$ cat src/pkg/ifd_defines.svh
// Field positions, widths and fixed values of the instruction decoder.
`ifndef IFD_DEFINES_SVH
`define IFD_DEFINES_SVH

// ----------------------------------------------------------------------
// Halfword field positions
// ----------------------------------------------------------------------
`define IFD_DBANK_BIT    9
`define IFD_SBANK_BIT    8
`define IFD_IMM_HI_BIT   8
`define IFD_DCODE_HI     7
`define IFD_DCODE_LO     4
`define IFD_SCODE_HI     3
`define IFD_SCODE_LO     0
`define IFD_REL_FMT_BIT  7
`define IFD_REL_SIGN_BIT 0

// ----------------------------------------------------------------------
// Bank codes, lengths and fixed values
// ----------------------------------------------------------------------
`define IFD_BANK_GLOBAL  1'h0
`define IFD_BANK_LOCAL   1'h1
`define IFD_LEN_ONE      2'h1
`define IFD_LEN_TWO      2'h2
`define IFD_FRM_ZERO_LEN 5'h10
`define IFD_PAGE_ONES    24'hFFFFFF
`define IFD_SHIFT_BITS   5

`endif

$ cat src/pkg/ifd_pkg.sv
// Types shared by the instruction decoder and its bench.
package ifd_pkg;

  // ----------------------------------------------------------------------
  // Instruction formats
  // ----------------------------------------------------------------------
  typedef enum logic [2:0] {
    FMT_LOCAL_PAIR      = 3'h0,
    FMT_EXT_LOCAL_PAIR  = 3'h1,
    FMT_LOCAL_ANY       = 3'h2,
    FMT_ANY_ANY         = 3'h3,
    FMT_LOCAL_SHORT_IMM = 3'h4,
    FMT_REG_SHORT_IMM   = 3'h5,
    FMT_ABS_PAGE        = 3'h6,
    FMT_PC_OFFSET       = 3'h7
  } ifd_fmt_t;

  // Instruction class bits from the opcode lookup.
  typedef struct packed {
    logic is_load;
    logic is_shift;
    logic is_double;
  } ifd_cls_t;

  // Decoded operands; registers are {bank, code}, bank 1 = local.
  typedef struct packed {
    ifd_fmt_t    fmt;
    ifd_cls_t    cls;
    logic [1:0]  len;
    logic [4:0]  src_reg;
    logic [4:0]  dst_reg;
    logic [4:0]  src_lo;
    logic [4:0]  dst_lo;
    logic [4:0]  imm5;
    logic [15:0] ext_op;
    logic [31:0] target;
  } ifd_ops_t;

  // Build-up states for multi-halfword instructions.
  typedef enum logic {
    ST_FIRST = 1'b0,
    ST_EXT   = 1'b1
  } ifd_st_t;

endpackage

$ cat src/logic/ifd_decode.sv
// Two-stage instruction decode and execute control with load interlock.
//
// Behaviour
// - Shifts and rotates use only the low five source bits as count.
// - Stage one fetches and decodes; stage two executes the previous one.
// - Operands read and result written in the same execute cycle.
// - Sources stay unchanged unless also destination; loads use source field.
// - Updated flags become one on true condition, zero on false.
// - Range-error trap follows the flag and destination update.
// - Next instruction uses prior result and flags without delay.
// - Stall while a pending load register is needed as source or destination.
// - Frame length zero counts as sixteen usable local registers.
// - Double words: named register high, register one higher low.
// - Instructions are one or two halfwords, starting at any halfword.
// - Source bank bit selects globals at zero, locals at one.
// - Destination bank bit selects globals at zero, locals at one.
// - Short immediate is bit 8 then bits 3 to 0.
// - Local pair formats always name local registers.
// - Extended local pair decodes a second opcode-extension halfword.
// - Page address is 24 ones, byte bits 7 to 2, two zeros.
// - Short PC offset is sign times 25, low field, zero.
// - Long PC offset is sign times 9, high, low fields, zero.
// - Loads use the source-position field as the load destination.
`timescale 1ns/1ns
`include "ifd_defines.svh"

module ifd_decode #(
  parameter int FRM_W = 4
) (
  input  wire logic              mclk,
  input  wire logic              sys_rst,
  input  wire logic              hw_valid,
  input  wire logic [15:0]       hw_data,
  input  ifd_pkg::ifd_fmt_t      fmt_in,
  input  ifd_pkg::ifd_cls_t      cls_in,
  input  wire logic              ld_done,
  input  wire logic              range_err,
  input  wire logic [3:0]        flag_upd,
  input  wire logic [3:0]        flag_cond,
  input  wire logic [FRM_W-1:0]  frame_length_field,
  input  wire logic [31:0]       src_word,
  output logic                   hw_ready_q,
  output logic                   ex_valid_q,
  output ifd_pkg::ifd_ops_t      ex_ops_q,
  output logic                   wb_en_q,
  output logic [31:0]            opnd_q,
  output logic [3:0]             flags_q,
  output logic                   trap_q,
  output logic                   stall_q,
  output logic [4:0]             frame_len_q,
  output logic                   local_oob_q
);

  // ----------------------------------------------------------------------
  // Elaboration checks
  // ----------------------------------------------------------------------
  if (FRM_W != 4) begin : g_bad_frame_w
    $error("ifd_decode: frame length field must be four bits wide");
  end

  // ----------------------------------------------------------------------
  // Length and field decode
  // ----------------------------------------------------------------------

  // Halfword count of an instruction from its first halfword.
  function automatic logic [1:0] ifd_len(input ifd_pkg::ifd_fmt_t f,
                                         input logic [15:0] h);
    logic [1:0] n;
    n = `IFD_LEN_ONE;
    if (f == ifd_pkg::FMT_EXT_LOCAL_PAIR) begin
      n = `IFD_LEN_TWO;
    end
    if (f == ifd_pkg::FMT_PC_OFFSET && h[`IFD_REL_FMT_BIT]) begin
      n = `IFD_LEN_TWO;
    end
    return n;
  endfunction

  // Full operand decode of one instruction.
  function automatic ifd_pkg::ifd_ops_t ifd_dec(input ifd_pkg::ifd_fmt_t f,
                                                input ifd_pkg::ifd_cls_t c,
                                                input logic [15:0] h0,
                                                input logic [15:0] h1);
    ifd_pkg::ifd_ops_t o;
    logic [3:0]        dc;
    logic [3:0]        sc;
    logic              db;
    logic              sb;
    o      = '0;
    dc     = h0[`IFD_DCODE_HI:`IFD_DCODE_LO];
    sc     = h0[`IFD_SCODE_HI:`IFD_SCODE_LO];
    db     = `IFD_BANK_LOCAL;
    sb     = `IFD_BANK_LOCAL;
    o.fmt  = f;
    o.cls  = c;
    o.len  = ifd_len(f, h0);
    o.imm5 = {h0[`IFD_IMM_HI_BIT], sc};
    case (f)
      ifd_pkg::FMT_EXT_LOCAL_PAIR: begin
        o.ext_op = h1;
      end
      ifd_pkg::FMT_LOCAL_ANY: begin
        sb = h0[`IFD_SBANK_BIT];
      end
      ifd_pkg::FMT_ANY_ANY: begin
        sb = h0[`IFD_SBANK_BIT];
        db = h0[`IFD_DBANK_BIT];
      end
      ifd_pkg::FMT_REG_SHORT_IMM: begin
        db = h0[`IFD_DBANK_BIT];
      end
      ifd_pkg::FMT_ABS_PAGE: begin
        o.target = {`IFD_PAGE_ONES, h0[7:2], 2'h0};
      end
      ifd_pkg::FMT_PC_OFFSET: begin
        if (!h0[`IFD_REL_FMT_BIT]) begin
          o.target = {{25{h0[`IFD_REL_SIGN_BIT]}}, h0[6:1], 1'h0};
        end else begin
          o.target = {{9{h1[`IFD_REL_SIGN_BIT]}}, h0[6:0], h1[15:1], 1'h0};
        end
      end
      default: begin
        o.ext_op = 16'h0000;
      end
    endcase
    if (c.is_load) begin
      o.dst_reg = {sb, sc};
      o.src_reg = {db, dc};
    end else begin
      o.dst_reg = {db, dc};
      o.src_reg = {sb, sc};
    end
    o.src_lo = {o.src_reg[4], o.src_reg[3:0] + 4'h1};
    o.dst_lo = {o.dst_reg[4], o.dst_reg[3:0] + 4'h1};
    return o;
  endfunction

  // ----------------------------------------------------------------------
  // Stage one: halfword collection
  // ----------------------------------------------------------------------
  ifd_pkg::ifd_st_t  st_q;
  ifd_pkg::ifd_st_t  st_d;
  ifd_pkg::ifd_fmt_t b_fmt_q;
  ifd_pkg::ifd_cls_t b_cls_q;
  logic [15:0]       b_h0_q;
  logic              dec_full_q;
  logic              dec_full_d;
  ifd_pkg::ifd_ops_t dec_ops_q;
  logic              pend_v_q;
  logic              pend_v_d;
  logic [4:0]        pend_reg_q;
  logic [4:0]        pend_reg_d;

  // Halfwords may start anywhere; no alignment is assumed.
  wire logic              take     = hw_valid & hw_ready_q;
  wire logic [1:0]        first_n  = ifd_len(fmt_in, hw_data);
  wire logic              done_one = take & (st_q == ifd_pkg::ST_FIRST)
                                     & (first_n == `IFD_LEN_ONE);
  wire logic              done_ext = take & (st_q == ifd_pkg::ST_EXT);
  wire logic              complete = done_one | done_ext;
  wire ifd_pkg::ifd_ops_t new_ops  = done_ext
                                     ? ifd_dec(b_fmt_q, b_cls_q, b_h0_q, hw_data)
                                     : ifd_dec(fmt_in, cls_in, hw_data, 16'h0000);

  // Collection state steps to the extension halfword when needed.
  always_comb begin
    st_d = st_q;
    case (st_q)
      ifd_pkg::ST_FIRST: begin
        if (take && first_n == `IFD_LEN_TWO) begin
          st_d = ifd_pkg::ST_EXT;
        end
      end
      ifd_pkg::ST_EXT: begin
        if (take) begin
          st_d = ifd_pkg::ST_FIRST;
        end
      end
      default: begin
        st_d = ifd_pkg::ST_FIRST;
      end
    endcase
  end

  // ----------------------------------------------------------------------
  // Load interlock
  // ----------------------------------------------------------------------

  // Fields a format names as registers: bit 1 destination, bit 0 source.
  function automatic logic [1:0] ifd_uses(input ifd_pkg::ifd_fmt_t f);
    logic [1:0] u;
    u = 2'h3;
    case (f)
      ifd_pkg::FMT_LOCAL_SHORT_IMM,
      ifd_pkg::FMT_REG_SHORT_IMM: begin
        u = 2'h2;
      end
      ifd_pkg::FMT_ABS_PAGE,
      ifd_pkg::FMT_PC_OFFSET: begin
        u = 2'h0;
      end
      default: begin
        u = 2'h3;
      end
    endcase
    return u;
  endfunction

  // A pending load target, or any load while a load is pending, holds back the instruction in decode.
  function automatic logic ifd_haz(input logic v, input logic [4:0] r,
                                   input ifd_pkg::ifd_ops_t o);
    logic       hit;
    logic [1:0] u;
    u   = ifd_uses(o.fmt);
    hit = (u[0] & (o.src_reg == r)) | (u[1] & (o.dst_reg == r)) | o.cls.is_load;
    if (o.cls.is_double) begin
      hit = hit | (u[0] & (o.src_lo == r)) | (u[1] & (o.dst_lo == r));
    end
    return v & hit;
  endfunction

  wire logic hazard = ifd_haz(pend_v_q & ~ld_done, pend_reg_q, dec_ops_q);
  wire logic issue  = dec_full_q & ~hazard;
  wire logic ld_iss = issue & dec_ops_q.cls.is_load;

  // Pending load record; a new load issue wins over a same-cycle arrival.
  always_comb begin
    pend_v_d   = pend_v_q & ~ld_done;
    pend_reg_d = pend_reg_q;
    if (ld_iss) begin
      pend_v_d   = 1'b1;
      pend_reg_d = dec_ops_q.dst_reg;
    end
  end

  // Decode slot occupancy and the ready offered for the next cycle.
  wire ifd_pkg::ifd_ops_t slot_d = complete ? new_ops : dec_ops_q;
  assign dec_full_d = complete | (dec_full_q & ~issue);
  wire logic ready_d = ~dec_full_d | ~ifd_haz(pend_v_d, pend_reg_d, slot_d);

  // ----------------------------------------------------------------------
  // Frame length and flag handling
  // ----------------------------------------------------------------------
  wire logic [4:0] frame_len_d = (frame_length_field == 4'h0)
                                 ? `IFD_FRM_ZERO_LEN
                                 : {1'b0, frame_length_field};

  // Only fields that the format really names as registers count against the frame.
  wire logic [1:0] ex_uses = ifd_uses(ex_ops_q.fmt);
  wire logic       oob_src = ex_uses[0] & ex_ops_q.src_reg[4]
                             & ({1'b0, ex_ops_q.src_reg[3:0]} >= frame_len_d);
  wire logic       oob_dst = ex_uses[1] & ex_ops_q.dst_reg[4]
                             & ({1'b0, ex_ops_q.dst_reg[3:0]} >= frame_len_d);

  // Each updated flag follows its condition; others hold.
  wire logic [3:0] flags_d = (flag_upd & flag_cond) | (~flag_upd & flags_q);

  // Shift counts see only the low bits; all else sees the whole word.
  wire logic [31:0] opnd_d = ex_ops_q.cls.is_shift
                             ? {27'h0, src_word[`IFD_SHIFT_BITS-1:0]}
                             : src_word;

  // ----------------------------------------------------------------------
  // Stage one registers
  // ----------------------------------------------------------------------

  // Collection state, build halfword and decode slot.
  always_ff @(posedge mclk) begin
    if (sys_rst) begin
      st_q       <= ifd_pkg::ST_FIRST;
      b_fmt_q    <= ifd_pkg::FMT_LOCAL_PAIR;
      b_cls_q    <= '0;
      b_h0_q     <= 16'h0000;
      dec_full_q <= 1'b0;
      dec_ops_q  <= '0;
      hw_ready_q <= 1'b0;
    end else begin
      st_q       <= st_d;
      dec_full_q <= dec_full_d;
      dec_ops_q  <= slot_d;
      hw_ready_q <= ready_d;
      if (take && st_q == ifd_pkg::ST_FIRST) begin
        b_fmt_q <= fmt_in;
        b_cls_q <= cls_in;
        b_h0_q  <= hw_data;
      end
    end
  end

  // Interlock record and its visible stall.
  always_ff @(posedge mclk) begin
    if (sys_rst) begin
      pend_v_q   <= 1'b0;
      pend_reg_q <= 5'h00;
      stall_q    <= 1'b0;
    end else begin
      pend_v_q   <= pend_v_d;
      pend_reg_q <= pend_reg_d;
      stall_q    <= dec_full_q & hazard;
    end
  end

  // ----------------------------------------------------------------------
  // Stage two registers
  // ----------------------------------------------------------------------

  // Execute stage: operands read and result written in the same cycle.
  always_ff @(posedge mclk) begin
    if (sys_rst) begin
      ex_valid_q <= 1'b0;
      ex_ops_q   <= '0;
      wb_en_q    <= 1'b0;
    end else begin
      ex_valid_q <= issue;
      wb_en_q    <= issue & ~dec_ops_q.cls.is_load;
      if (issue) begin
        ex_ops_q <= dec_ops_q;
      end
    end
  end

  // Results of the execute cycle: operand, flags, trap and frame checks.
  always_ff @(posedge mclk) begin
    if (sys_rst) begin
      opnd_q      <= 32'h00000000;
      flags_q     <= 4'h0;
      trap_q      <= 1'b0;
      frame_len_q <= `IFD_FRM_ZERO_LEN;
      local_oob_q <= 1'b0;
    end else begin
      opnd_q      <= opnd_d;
      frame_len_q <= frame_len_d;
      if (ex_valid_q) begin
        flags_q <= flags_d;
      end
      trap_q      <= ex_valid_q & range_err;
      local_oob_q <= ex_valid_q & (oob_src | oob_dst);
    end
  end

endmodule // ifd_decode

$ cat config.mk
export PLATFORM = sky130hd
export DESIGN_NAME = ifd_decode
export DESIGN_NICKNAME = d
export VERILOG_FILES = /design/src/pkg/ifd_pkg.sv /design/src/logic/ifd_decode.sv
export VERILOG_INCLUDE_DIRS = /design/src /design/src/pkg
export SDC_FILE = /design/constraint.sdc
export NUM_CORES = 1
export LEC_CHECK = 0
export ABC_AREA = 1
export BUFFER_PORTS_ARGS = -buffer_cell sky130_fd_sc_hd__buf_4
export CORE_UTILIZATION = 40
export DETAILED_ROUTE_END_ITERATION = 12
export PLACE_DENSITY = 0.66
export SLEW_MARGIN = 20
export SYNTH_ARGS = -nofsm -noshare
export SYNTH_HDL_FRONTEND = slang
export SYNTH_SLANG_ARGS = --single-unit
$ cat constraint.sdc
create_clock -name mclk -period 4.35 [get_ports mclk]
set_clock_uncertainty 0.2 [all_clocks]
set_input_delay 0.87 -clock mclk [delete_from_list [all_inputs] [get_ports mclk]]
set_output_delay 0.87 -clock mclk [all_outputs]
set_load 0.02 [all_outputs]
==> metrics, run 1 <==
Pins Over Slew Limit 0; final-report hold violation count 0; share of cells above drive strength 1 19.4%; LEAKAGE 5.20 nW; count of buffers from port buffering 197; Sw Ratio 26.9%; critical path type input pin to flop; Ports 199; initial antenna violation count 0; Post-synth EDFFs 0; pwr dens 429 nW/um^2; sequential power share between 40% and 50%; period utilisation layout around two thirds; CTS sink count 215; Worst-path clk slew 0.06 ns; chip height 153 um; DRT Wirelength 27.5 mm; Hold Path Class flop to flop; Seq. cell area around 4300 um^2; Slew HR 37.4%; grt ovf 0; routed vias 8664; Top Metal Used met4; CTS root buffer clkbuf_16; final worst slack 1.46 ns; fin cells 1696; setup TNS 0 ns; measured slew at the worst slew-check pin 0.936 ns; number of fill cells 2222; Routed met3 length approximately 2.1 mm; Setup Fix Bufs, Post-CTS 0; Post-CTS Hold Fix Bufs 0; RSZ-0062 raised after global routing no; vias in the first global route 7981; Max-cap violations 0; Post-synth ARST share 0%; Met2 Wirelength 11.8 mm; area delta synth->final 25.7%; nets 1480; ANT cells 0; worst stage delay on the critical path 0.47 ns; Total Routing Usage GR 23.0%; Initial Util 41.4%; first-pass GRT wire length 43.4 mm; GPL Wtd Cong ~0.97; synthesized area per cell 7.35 um^2; drt drc 0; CP bufs+invs 2; CTS tree yes; first-pass iteration count of the detailed router 5; worst path arrival time 3.06 ns; latest clock arrival within the worst-skew pair 0.53 ns; register area share after synthesis between 40% and 50%; total power just under 5 mW; Yosys warnings 0; switching power 1.32 mW; Post-DRT Antenna Nets 0; min Tclk post-route approximately 2.9 ns; H-tree depth 1; Synth cell types 47; crit path max fanout 39; combinational share of power around 14%; fmax 0.346 GHz; die area 23500 um^2; run status finished clean; hpwl dp 20.3 mm; post-synthesis cell area between 9000 and 10000 um^2; total nets after synthesis 1325; clock buffer depth 3; Starting DRT DRC Count 759; cell internal pwr 3.60 mW; Post-CTS Resized 0; DR vias/cell between 5 and 6; CP cell instances buf_4 > nand2_1 > nor2_4 > nand2_4 > nand3_4 > nand2_4 > inv_2 > nand2_1 > o21ai_1 > xor2_1 > nor2_1 > nand3_1 > nand2_1 > nand2_1 > nand3_1 > a21oi_2; CP Data Required Time approximately 4.5 ns; CP delay by family, top simple AND/OR/NAND/NOR gates; pin count of the biggest net entering global routing 76; slowest CP cell inv_2; clock buffer count from CTS 24; worst vdd ir 0.259 mV; core region area 22100 um^2; startpoint types input pin; Synth Flop Type dfxtp_1; Die X between 150 and 200 um; CP Capture Type flop; Routed met1 length 13.1 mm; number of synthesized register bits 215; Multi-input gate area 3980 um^2; Placement Rows 54; Clk pwr share 42.0%; Top cell by count, worst path nand2_1; Placed Instances about 1700; routed len/inst 16.2 um; Final setup viols 0; worst slack at placement just over 0.9 ns; Gate Count Post-Synth around 1200
==> power by group through the flow <==
stage	clock network (mW)	registers (mW)	logic, mW
finish	2.07	2.16	0.695
global route	2.20	2.17	0.770
CTS	2.11	2.16	0.695
detailed placement	0	2.20	0.692
global placement	0	2.20	0.687
floorplan	0	2.24	0.377
==> metal layers <==
layer,up-vias,track usage [%]
met5,-,0
met4,0,5.53
met3,42,3.29
met2,361,35.7
met1,3908,33.6
li1,4353,-
==> layout by cell type, fill, tap and decap left out, types with 9 or more instances in the layout <==
master     Yosys  routed
nand3_1       53      53
dfxtp_1      215     215
ha_1          10      10
a21oi_1       91      91
buf_4         10     210
nand2_1      196     196
a211oi_1      11      11
inv_1        112     111
xor2_1        12      12
o21ai_0      139     139
clkbuf_16      0      24
a31oi_1       12      12
o21ai_1       20      20
o211ai_1       9       9
nor2_1       215     214
==> tightest hold or removal path, delay by kind of cell (launching register included) <==
kind | cells | cell delay, ns
AO/OA/AOI/OAI | 1 | 0.06
buffers and inverters | 1 | 0.06
flip-flops | 1 | 0.29
==> Yosys cell counts, types with 11 or more instances <==
| master | n | area (um^2) |
|---|---|---|
| a211oi_1 | 11 | 82.6 |
| a21oi_1 | 91 | 455 |
| a31oi_1 | 12 | 75.1 |
| buf_2 | 16 | 80.1 |
| clkbuf_1 | 46 | 173 |
| dfxtp_1 | 215 | 4300 |
| inv_1 | 112 | 420 |
| nand2_1 | 196 | 736 |
| nand3_1 | 53 | 265 |
| nor2_1 | 215 | 807 |
| o21ai_0 | 139 | 696 |
| o21ai_1 | 20 | 100 |
| xor2_1 | 12 | 105 |
==> final timing paths <==
kind,from,end,slack [ns],cells after the start
max,fmt_in[2],hw_ready_q,1.46,16
min,b_cls_q[0],b_cls_q[0],0.25,2
max reg2reg,hw_ready_q,hw_ready_q,1.48,12
min reg2reg,b_cls_q[0],b_cls_q[0],0.25,2
==> cells by family after synthesis <==
family	count (synthesis)	synth area share, %
other	1	0.0410
and+or+nand+nor	489	21.8
DFF	215	47.1
buffers and inverters	201	9.39
xor gates and xnor gates	16	1.53
adders and majority gates	10	1.37
AOI/OAI and AO/OA	312	18.8
==> sequential cells by signal (all words and copies together) (netlist names), 3 cells and up, named ones only <==
register and count:
opnd_q 32, dec_ops_q 72, b_h0_q 10, b_fmt_q 3, b_cls_q 3, pend_reg_q 5
frame_len_q 5, ex_ops_q 72
==> stage by stage <==
stage               instance area, um^2  hold slack, ns  utilization, %
finish                            11500           0.251            52.0
global route                      11500           0.275            52.0
CTS                               11500           0.253            52.0
detailed placement                10700           0.244            48.3
global placement                  10700           0.249            48.3
floorplan                          9140           0.225               -
==> cell type report <==
class | count | area share [%]
flip-flops and latches | 215 | 37.5
clock inverters | 4 | 0.740
multi-input cells | 828 | 34.6
clock buffers | 39 | 6.33
repair buffers | 211 | 13.9
inverters | 119 | 3.89
well taps | 280 | 3.05
Power figures use the tool's default switching activity.
==> run 2: changes to the inputs <==
--- a/config.mk
+++ b/config.mk
@@ -10,7 +10,7 @@
 export BUFFER_PORTS_ARGS = -buffer_cell sky130_fd_sc_hd__buf_4
 export CORE_UTILIZATION = 40
 export DETAILED_ROUTE_END_ITERATION = 12
-export PLACE_DENSITY = 0.66
+export PLACE_DENSITY = 0.68
 export SLEW_MARGIN = 20
 export SYNTH_ARGS = -nofsm -noshare
 export SYNTH_HDL_FRONTEND = slang
==> constraint.sdc (replaced) <==
create_clock -name mclk -period 2.57 [get_ports mclk]
set_clock_uncertainty 0.2 [all_clocks]
set_input_delay 0.514 -clock mclk [delete_from_list [all_inputs] [get_ports mclk]]
set_output_delay 0.514 -clock mclk [all_outputs]
set_load 0.02 [all_outputs]
==> metrics, run 2 (synthesis gave the netlist of run 1 again) <==
run status finished clean; vias in the first global route 8053 (+0.90%); Pins Over Slew Limit 0 (unchanged); number of fill cells 2153 (-3.1%); ANT cells 0 (unchanged); CTS sink count 215 (unchanged); LEAKAGE 5.43 nW (+4.6%); Largest regs dec_ops_q (72), ex_ops_q (72), opnd_q (32); pwr dens 694 nW/um^2 (+62%); DR vias/cell 5.05 (-1.2%); Placement Rows 54 (unchanged); fmax 0.429 GHz; Post-DRT Antenna Nets 0 (unchanged); combinational share of power 15.5% (+1.4 points); Die X 153 um (unchanged); Placed Instances 1698 (+2.7%); first-pass iteration count of the detailed router 5 (unchanged); grt ovf 0 (unchanged); worst vdd ir 0.395 mV (+52%); Ports 199 (unchanged); GPL Wtd Cong 0.927 (-4.2%); placed cell areas 11100 um^2 (+3.6%); latest clock arrival within the worst-skew pair 0.51 ns (-0.02 ns); Clk pwr share 40.4% (-1.6 points); routed len/inst 16.2 um (+0.11%); min Tclk post-route 2.33 ns; fin cells 1744 (+2.8%); switching power 2.22 mW (+68%); RR Endpoint ex_ops_q[58]; clock buffer count from CTS 25 (+4.2%); RSZ-0062 raised after global routing no; share of cells above drive strength 1 22.0% (+2.6 points); Hold Path Class input pin to flop; Sw Ratio 26.8% (about the same); die area 23500 um^2 (unchanged); crit path from pend_reg_q[0]; hpwl dp 21.4 mm (+5.3%); final worst slack 0.237 ns (-1.22 ns); final-report hold violation count 0 (unchanged); initial antenna violation count 0 (unchanged); FF-to-FF setup slack 0.24 ns (-1.24 ns); most common cell after layout, fill and taps aside buf_4; CTS tree yes; most frequent cells in the layout buf_4, nor2_1, dfxtp_1; sequential power share 44.1% (+0.2 points); measured slew at the worst slew-check pin 0.633 ns (-0.302 ns); area delta synth->final 30.5%; drt drc 0 (unchanged); Initial Util 41.4% (unchanged); pin count of the biggest net entering global routing 67 (-12%); Final setup viols 0 (unchanged); Max-cap violations 0 (unchanged); Setup crit end ex_ops_q[58]; CP Data Required Time 2.77 ns (-1.74 ns); chip height 153 um (unchanged); final core occ 54.0% (+2.0 points); nets 1533 (+3.6%); R2R Path Start pend_reg_q[0]; critical path type flop to flop; period utilisation layout 90.8%; setup TNS 0 ns (unchanged); Total Routing Usage GR 23.9% (+0.83 points); worst path arrival time 2.53 ns (-0.53 ns); Slew HR 57.8% (+20 points); H-tree depth 1 (unchanged); total power 8.27 mW (+68%); DRT Wirelength 28.3 mm (+2.9%); CP Capture Type flop; CTS root buffer clkbuf_16; core region area 22100 um^2 (unchanged); clock buffer depth 3 (unchanged); cell internal pwr 6.05 mW (+68%); Worst-path clk slew 0.06 ns (about the same); design area 11900 um^2 (+3.8%); worst slack at placement -0.0487 ns (-0.982 ns); R2R cell count 13 (+1); count of buffers from port buffering 197 (unchanged); first-pass GRT wire length 44.4 mm (+2.5%); routed vias 8801 (+1.6%); startpoint types flop; Starting DRT DRC Count 733 (-3.4%); crit path max fanout 36 (-7.7%); worst hold slack 0.0250 ns (-0.226 ns)
## run 2: cell types whose count changed in the layout (fill, tap and decap cells not counted), sizes merged
cell / previous run / this run
inv: 119 / 118
dlygate4sd3: 0 / 7
clkinvlp: 0 / 2
clkbuf: 39 / 31
clkinv: 2 / 5
buf: 211 / 256
## run 2: layer usage
metal,GRT usage [%],share of wire [%],up-vias
li1,-,-,4441
met1,34.1,47,3989
met2,37.6,44,340
met3,3.57,7.1,31
met4,6.06,1.5,0
met5,0,0,-
## run 2: layout make-up
class	count	area, um^2	share of cell area [%]
sequential	215	4310	36.1
multi-input combinational	828	4000	33.5
timing repair buffer	263	2060	17.3
clock buffer	31	668	5.60
inverter	119	447	3.75
tap	280	350	2.94
clock inverter	8	95.1	0.797
## run 2: repair_timing
item,in CTS,in global routing
resized for setup,0,16
buffers inserted,0,0
hold endpoints to repair,7,0
hold buffers,7,0
endpoints found under the setup margin,0,54
## run 2: power by group through the flow
stage                     Clock, mW  Sequential (mW)  Combinational, mW
after floorplan                   0             3.80              0.639
after global placement            0             3.71               1.25
after detailed placement          0             3.72               1.26
after CTS                      3.42             3.65               1.27
after global routing           3.56             3.67               1.42
final                          3.34             3.65               1.28
## run 2: worst min-delay path by stage
| stage | from | end | slack, ns | cells after the start |
|---|---|---|---|---|
| 3_5_place_dp | dec_ops_q[73] | ex_ops_q[73] | 0.25 | 2 |
| 3_3_place_gp | b_cls_q[0] | b_cls_q[0] | 0.24 | 2 |
| 4_1_cts | src_word[30] | opnd_q[30] | 0.003 | 3 |
| 5_1_grt | src_word[25] | opnd_q[25] | 0.02 | 3 |
| 6_report | src_word[30] | opnd_q[30] | 0.03 | 3 |
| 2_1_floorplan | dec_ops_q[73] | ex_ops_q[73] | 0.22 | 2 |
## run 2: worst max-delay path, stage by stage, from the launching register on
cell and delay, ns:
dfxtp_1 0.36, inv_2 0.14, nor2_1 0.05, nor4_1 0.30, nand3_1 0.13, a21oi_2 0.18, inv_1 0.06, nand2_1 0.08
nand2_1 0.08, nand2_4 0.14, inv_2 0.07, buf_6 0.18, o21ai_0 0.17, a21oi_1 0.05
==> run 3: changes to the inputs <==
--- a/config.mk
+++ b/config.mk
@@ -6,7 +6,7 @@
 export SDC_FILE = /design/constraint.sdc
 export NUM_CORES = 1
 export LEC_CHECK = 0
-export ABC_AREA = 1
+export ABC_AREA = 0
 export BUFFER_PORTS_ARGS = -buffer_cell sky130_fd_sc_hd__buf_4
 export CORE_UTILIZATION = 40
 export DETAILED_ROUTE_END_ITERATION = 12
==> metrics, run 3 <==
Worst-path clk slew 0.07 ns (about the same); die area 23400 um^2 (about the same); worst hold slack 0.0262 ns (+0.00118 ns); H-tree depth 1 (unchanged); failing checks negative setup slack; DR vias/cell 5.09 (+0.77%); CP cell instances and3_4 > mux2i_4 > ha_1 > mux2i_2 > xor2_1 > nor4_2 > o221ai_1 > or3_1 > a221o_1; Ports 199 (unchanged); LEAKAGE 6.13 nW (+13%); DRT Wirelength 27.5 mm (-2.9%); Max-cap violations 0 (unchanged); final-report hold violation count 0 (unchanged); most frequent cells in the layout buf_4, dfxtp_1, nor2_1; area leader, netlist dfxtp_1; worst vdd ir 0.446 mV (+13%); final worst slack -0.348 ns (-0.585 ns); count leader, synth dfxtp_1; chip height 153 um (about the same); Starting DRT DRC Count 398 (-46%); CP Capture Type flop; vias in the first global route 8062 (+0.11%); Largest regs dec_ops_q (72), ex_ops_q (72), opnd_q (32); latest clock arrival within the worst-skew pair 0.52 ns (about the same); worst stage delay on the critical path 0.40 ns (+0.04 ns); Pins Over Slew Limit 0 (unchanged); routed vias 8233 (-6.5%); Hold Path Class input pin to flop; Post-DRT Antenna Nets 0 (unchanged); Synth area leaders dfxtp_1, mux2i_1, nor2_1; total nets after synthesis 1091 (-18%); fin cells 1619 (-7.2%); area delta synth->final 42.7%; core region area 22100 um^2 (unchanged); Total Routing Usage GR 23.1% (-0.82 points); post-synth top area share 47.1% (about the same); GPL Wtd Cong 0.855 (-7.8%); first-pass GRT wire length 43.1 mm (-3.1%); nets 1405 (-8.3%); Yosys warnings 0 (unchanged); grt ovf 0 (unchanged); Die X 153 um (about the same); run status complete, but fails checks; Initial Util 41.3% (about the same); pwr dens 676 nW/um^2 (-2.5%); clock buffer depth 3 (unchanged); slowest CP cell dfxtp_4; most common cell after layout, fill and taps aside buf_4; CTS sink count 215 (unchanged); CP Data Required Time 2.77 ns (about the same); worst path arrival time 3.12 ns (+0.59 ns); initial antenna violation count 1 (+1); setup TNS -0.348 ns (-0.348 ns); share of cells above drive strength 1 31.3% (+9.3 points); post-synthesis cell area 9140 um^2 (about the same); Synth cell types 58 (+23%); min Tclk post-route 2.92 ns (+0.585 ns); fmax 0.343 GHz (-20%); measured slew at the worst slew-check pin 0.672 ns (+0.0390 ns); period utilisation layout 114% (+23 points); Final setup viols 1 (+1); critical path type flop to flop; number of synthesized register bits 215 (unchanged); CTS root buffer clkbuf_16; hpwl dp 20.2 mm (-5.4%); routed len/inst 17.0 um (+4.6%); startpoint types flop; Post-synth EDFFs 0 (unchanged); design area 13000 um^2 (+9.3%); CTS tree yes; top post-synthesis cells by count dfxtp_1, nor2_1, mux2i_1; ANT cells 0 (unchanged); final core occ 59.0% (+5.0 points); RSZ-0062 raised after global routing yes; pin count of the biggest net entering global routing 40 (-40%); placed cell areas 11800 um^2 (+6.7%); synthesized area per cell 9.04 um^2 (+23%); drt drc 0 (unchanged); Slew HR 54.7% (-3.1 points); Placement Rows 54 (unchanged); Post-synth ARST share 0% (unchanged); Synth Flop Type dfxtp_1; clock buffer count from CTS 23 (-8.0%); Gate Count Post-Synth 1010 (-19%); first-pass iteration count of the detailed router 5 (unchanged); crit path max fanout 6 (-83%); Placed Instances 1543 (-9.1%); register area share after synthesis 47.1% (about the same); count of buffers from port buffering 197 (unchanged)
run 3: cell types whose count changed after synthesis, moves of 36 or more:
cell and change:
nand2_1 -118, o21ai_0 -127, mux2i_1 +115, a21oi_1 -36
inv_1 -98, nor2_1 -45
run 3: layout make-up:
class / instances / area [um^2]
clock buffers: 30 / 652
clock inverters: 10 / 156
fillers: 1918 / 9060
inverters: 14 / 52.6
multi-input cells: 693 / 4510
flip-flops and latches: 215 / 4320
well taps: 280 / 350
repair buffers: 377 / 2990
run 3: repair_timing:
item / CTS / global route
pin swaps: 2 / 0
hold buffers: 29 / 0
hold endpoints to repair: 29 / 0
buffers inserted: 4 / 3
resized for setup: 12 / 8
endpoints found under the setup margin: 29 / 44
run 3: metrics by stage:
| step | power [mW] | worst slack (ns) |
|---|---|---|
| 6_report | 8.82 | -0.348 |
| 5_1_grt | 9.17 | -0.457 |
| 4_1_cts | 8.87 | -0.350 |
| 3_5_place_dp | 5.26 | -0.677 |
| 3_3_place_gp | 5.24 | -0.627 |
| 2_1_floorplan | 4.57 | -0.417 |
run 3: routing by layer:
metal | vias to the layer above | GRT usage (%) | wire length (um)
li1 | 4061 | - | -
met1 | 3840 | 31.9 | 12800
met2 | 272 | 36.8 | 12300
met3 | 60 | 3.26 | 1580
met4 | 0 | 7.55 | 793
met5 | - | 0 | 0
run 3: worst max-delay path: cells and delay by family (launching register included):
kind / cells / cell delay [ns]
AO/OA/AOI/OAI: 2 / 0.48
XOR/XNOR: 1 / 0.12
adder cells (fa/ha/maj): 1 / 0.27
flip-flops: 1 / 0.40
multiplexers: 2 / 0.48
AND/OR/NAND/NOR: 3 / 0.85
run 3: kinds of logic (layout without fill, tap and decap cells):
family / after synthesis / count (layout) / synth area share (%)
other: 1 / 1 / 0.0411
AND/OR/NAND/NOR: 377 / 377 / 18.8
buffers and inverters: 102 / 431 / 4.83
flip-flops: 215 / 215 / 47.1
multiplexers: 118 / 118 / 13.0
adder cells (fa/ha/maj): 10 / 10 / 1.37
AO/OA/AOI/OAI: 139 / 139 / 10.3
XOR/XNOR: 48 / 48 / 4.60
run 3: path summary, 6_finish.rpt:
path	start	endpoint	slack, ns	cells after the start
max	hw_ready_q	hw_ready_q	-0.35	9
min	src_word[2]	opnd_q[2]	0.03	2
max reg2reg	hw_ready_q	hw_ready_q	-0.35	9
min reg2reg	flop	flop	0.26	2
run 3: report_power, final:
part | internal, mW | switching [mW] | total [mW]
clock network | 2.18 | 1.35 | 3.54
registers | 3.52 | 0.149 | 3.67
logic | 0.790 | 0.826 | 1.62
total | 6.49 | 2.33 | 8.82
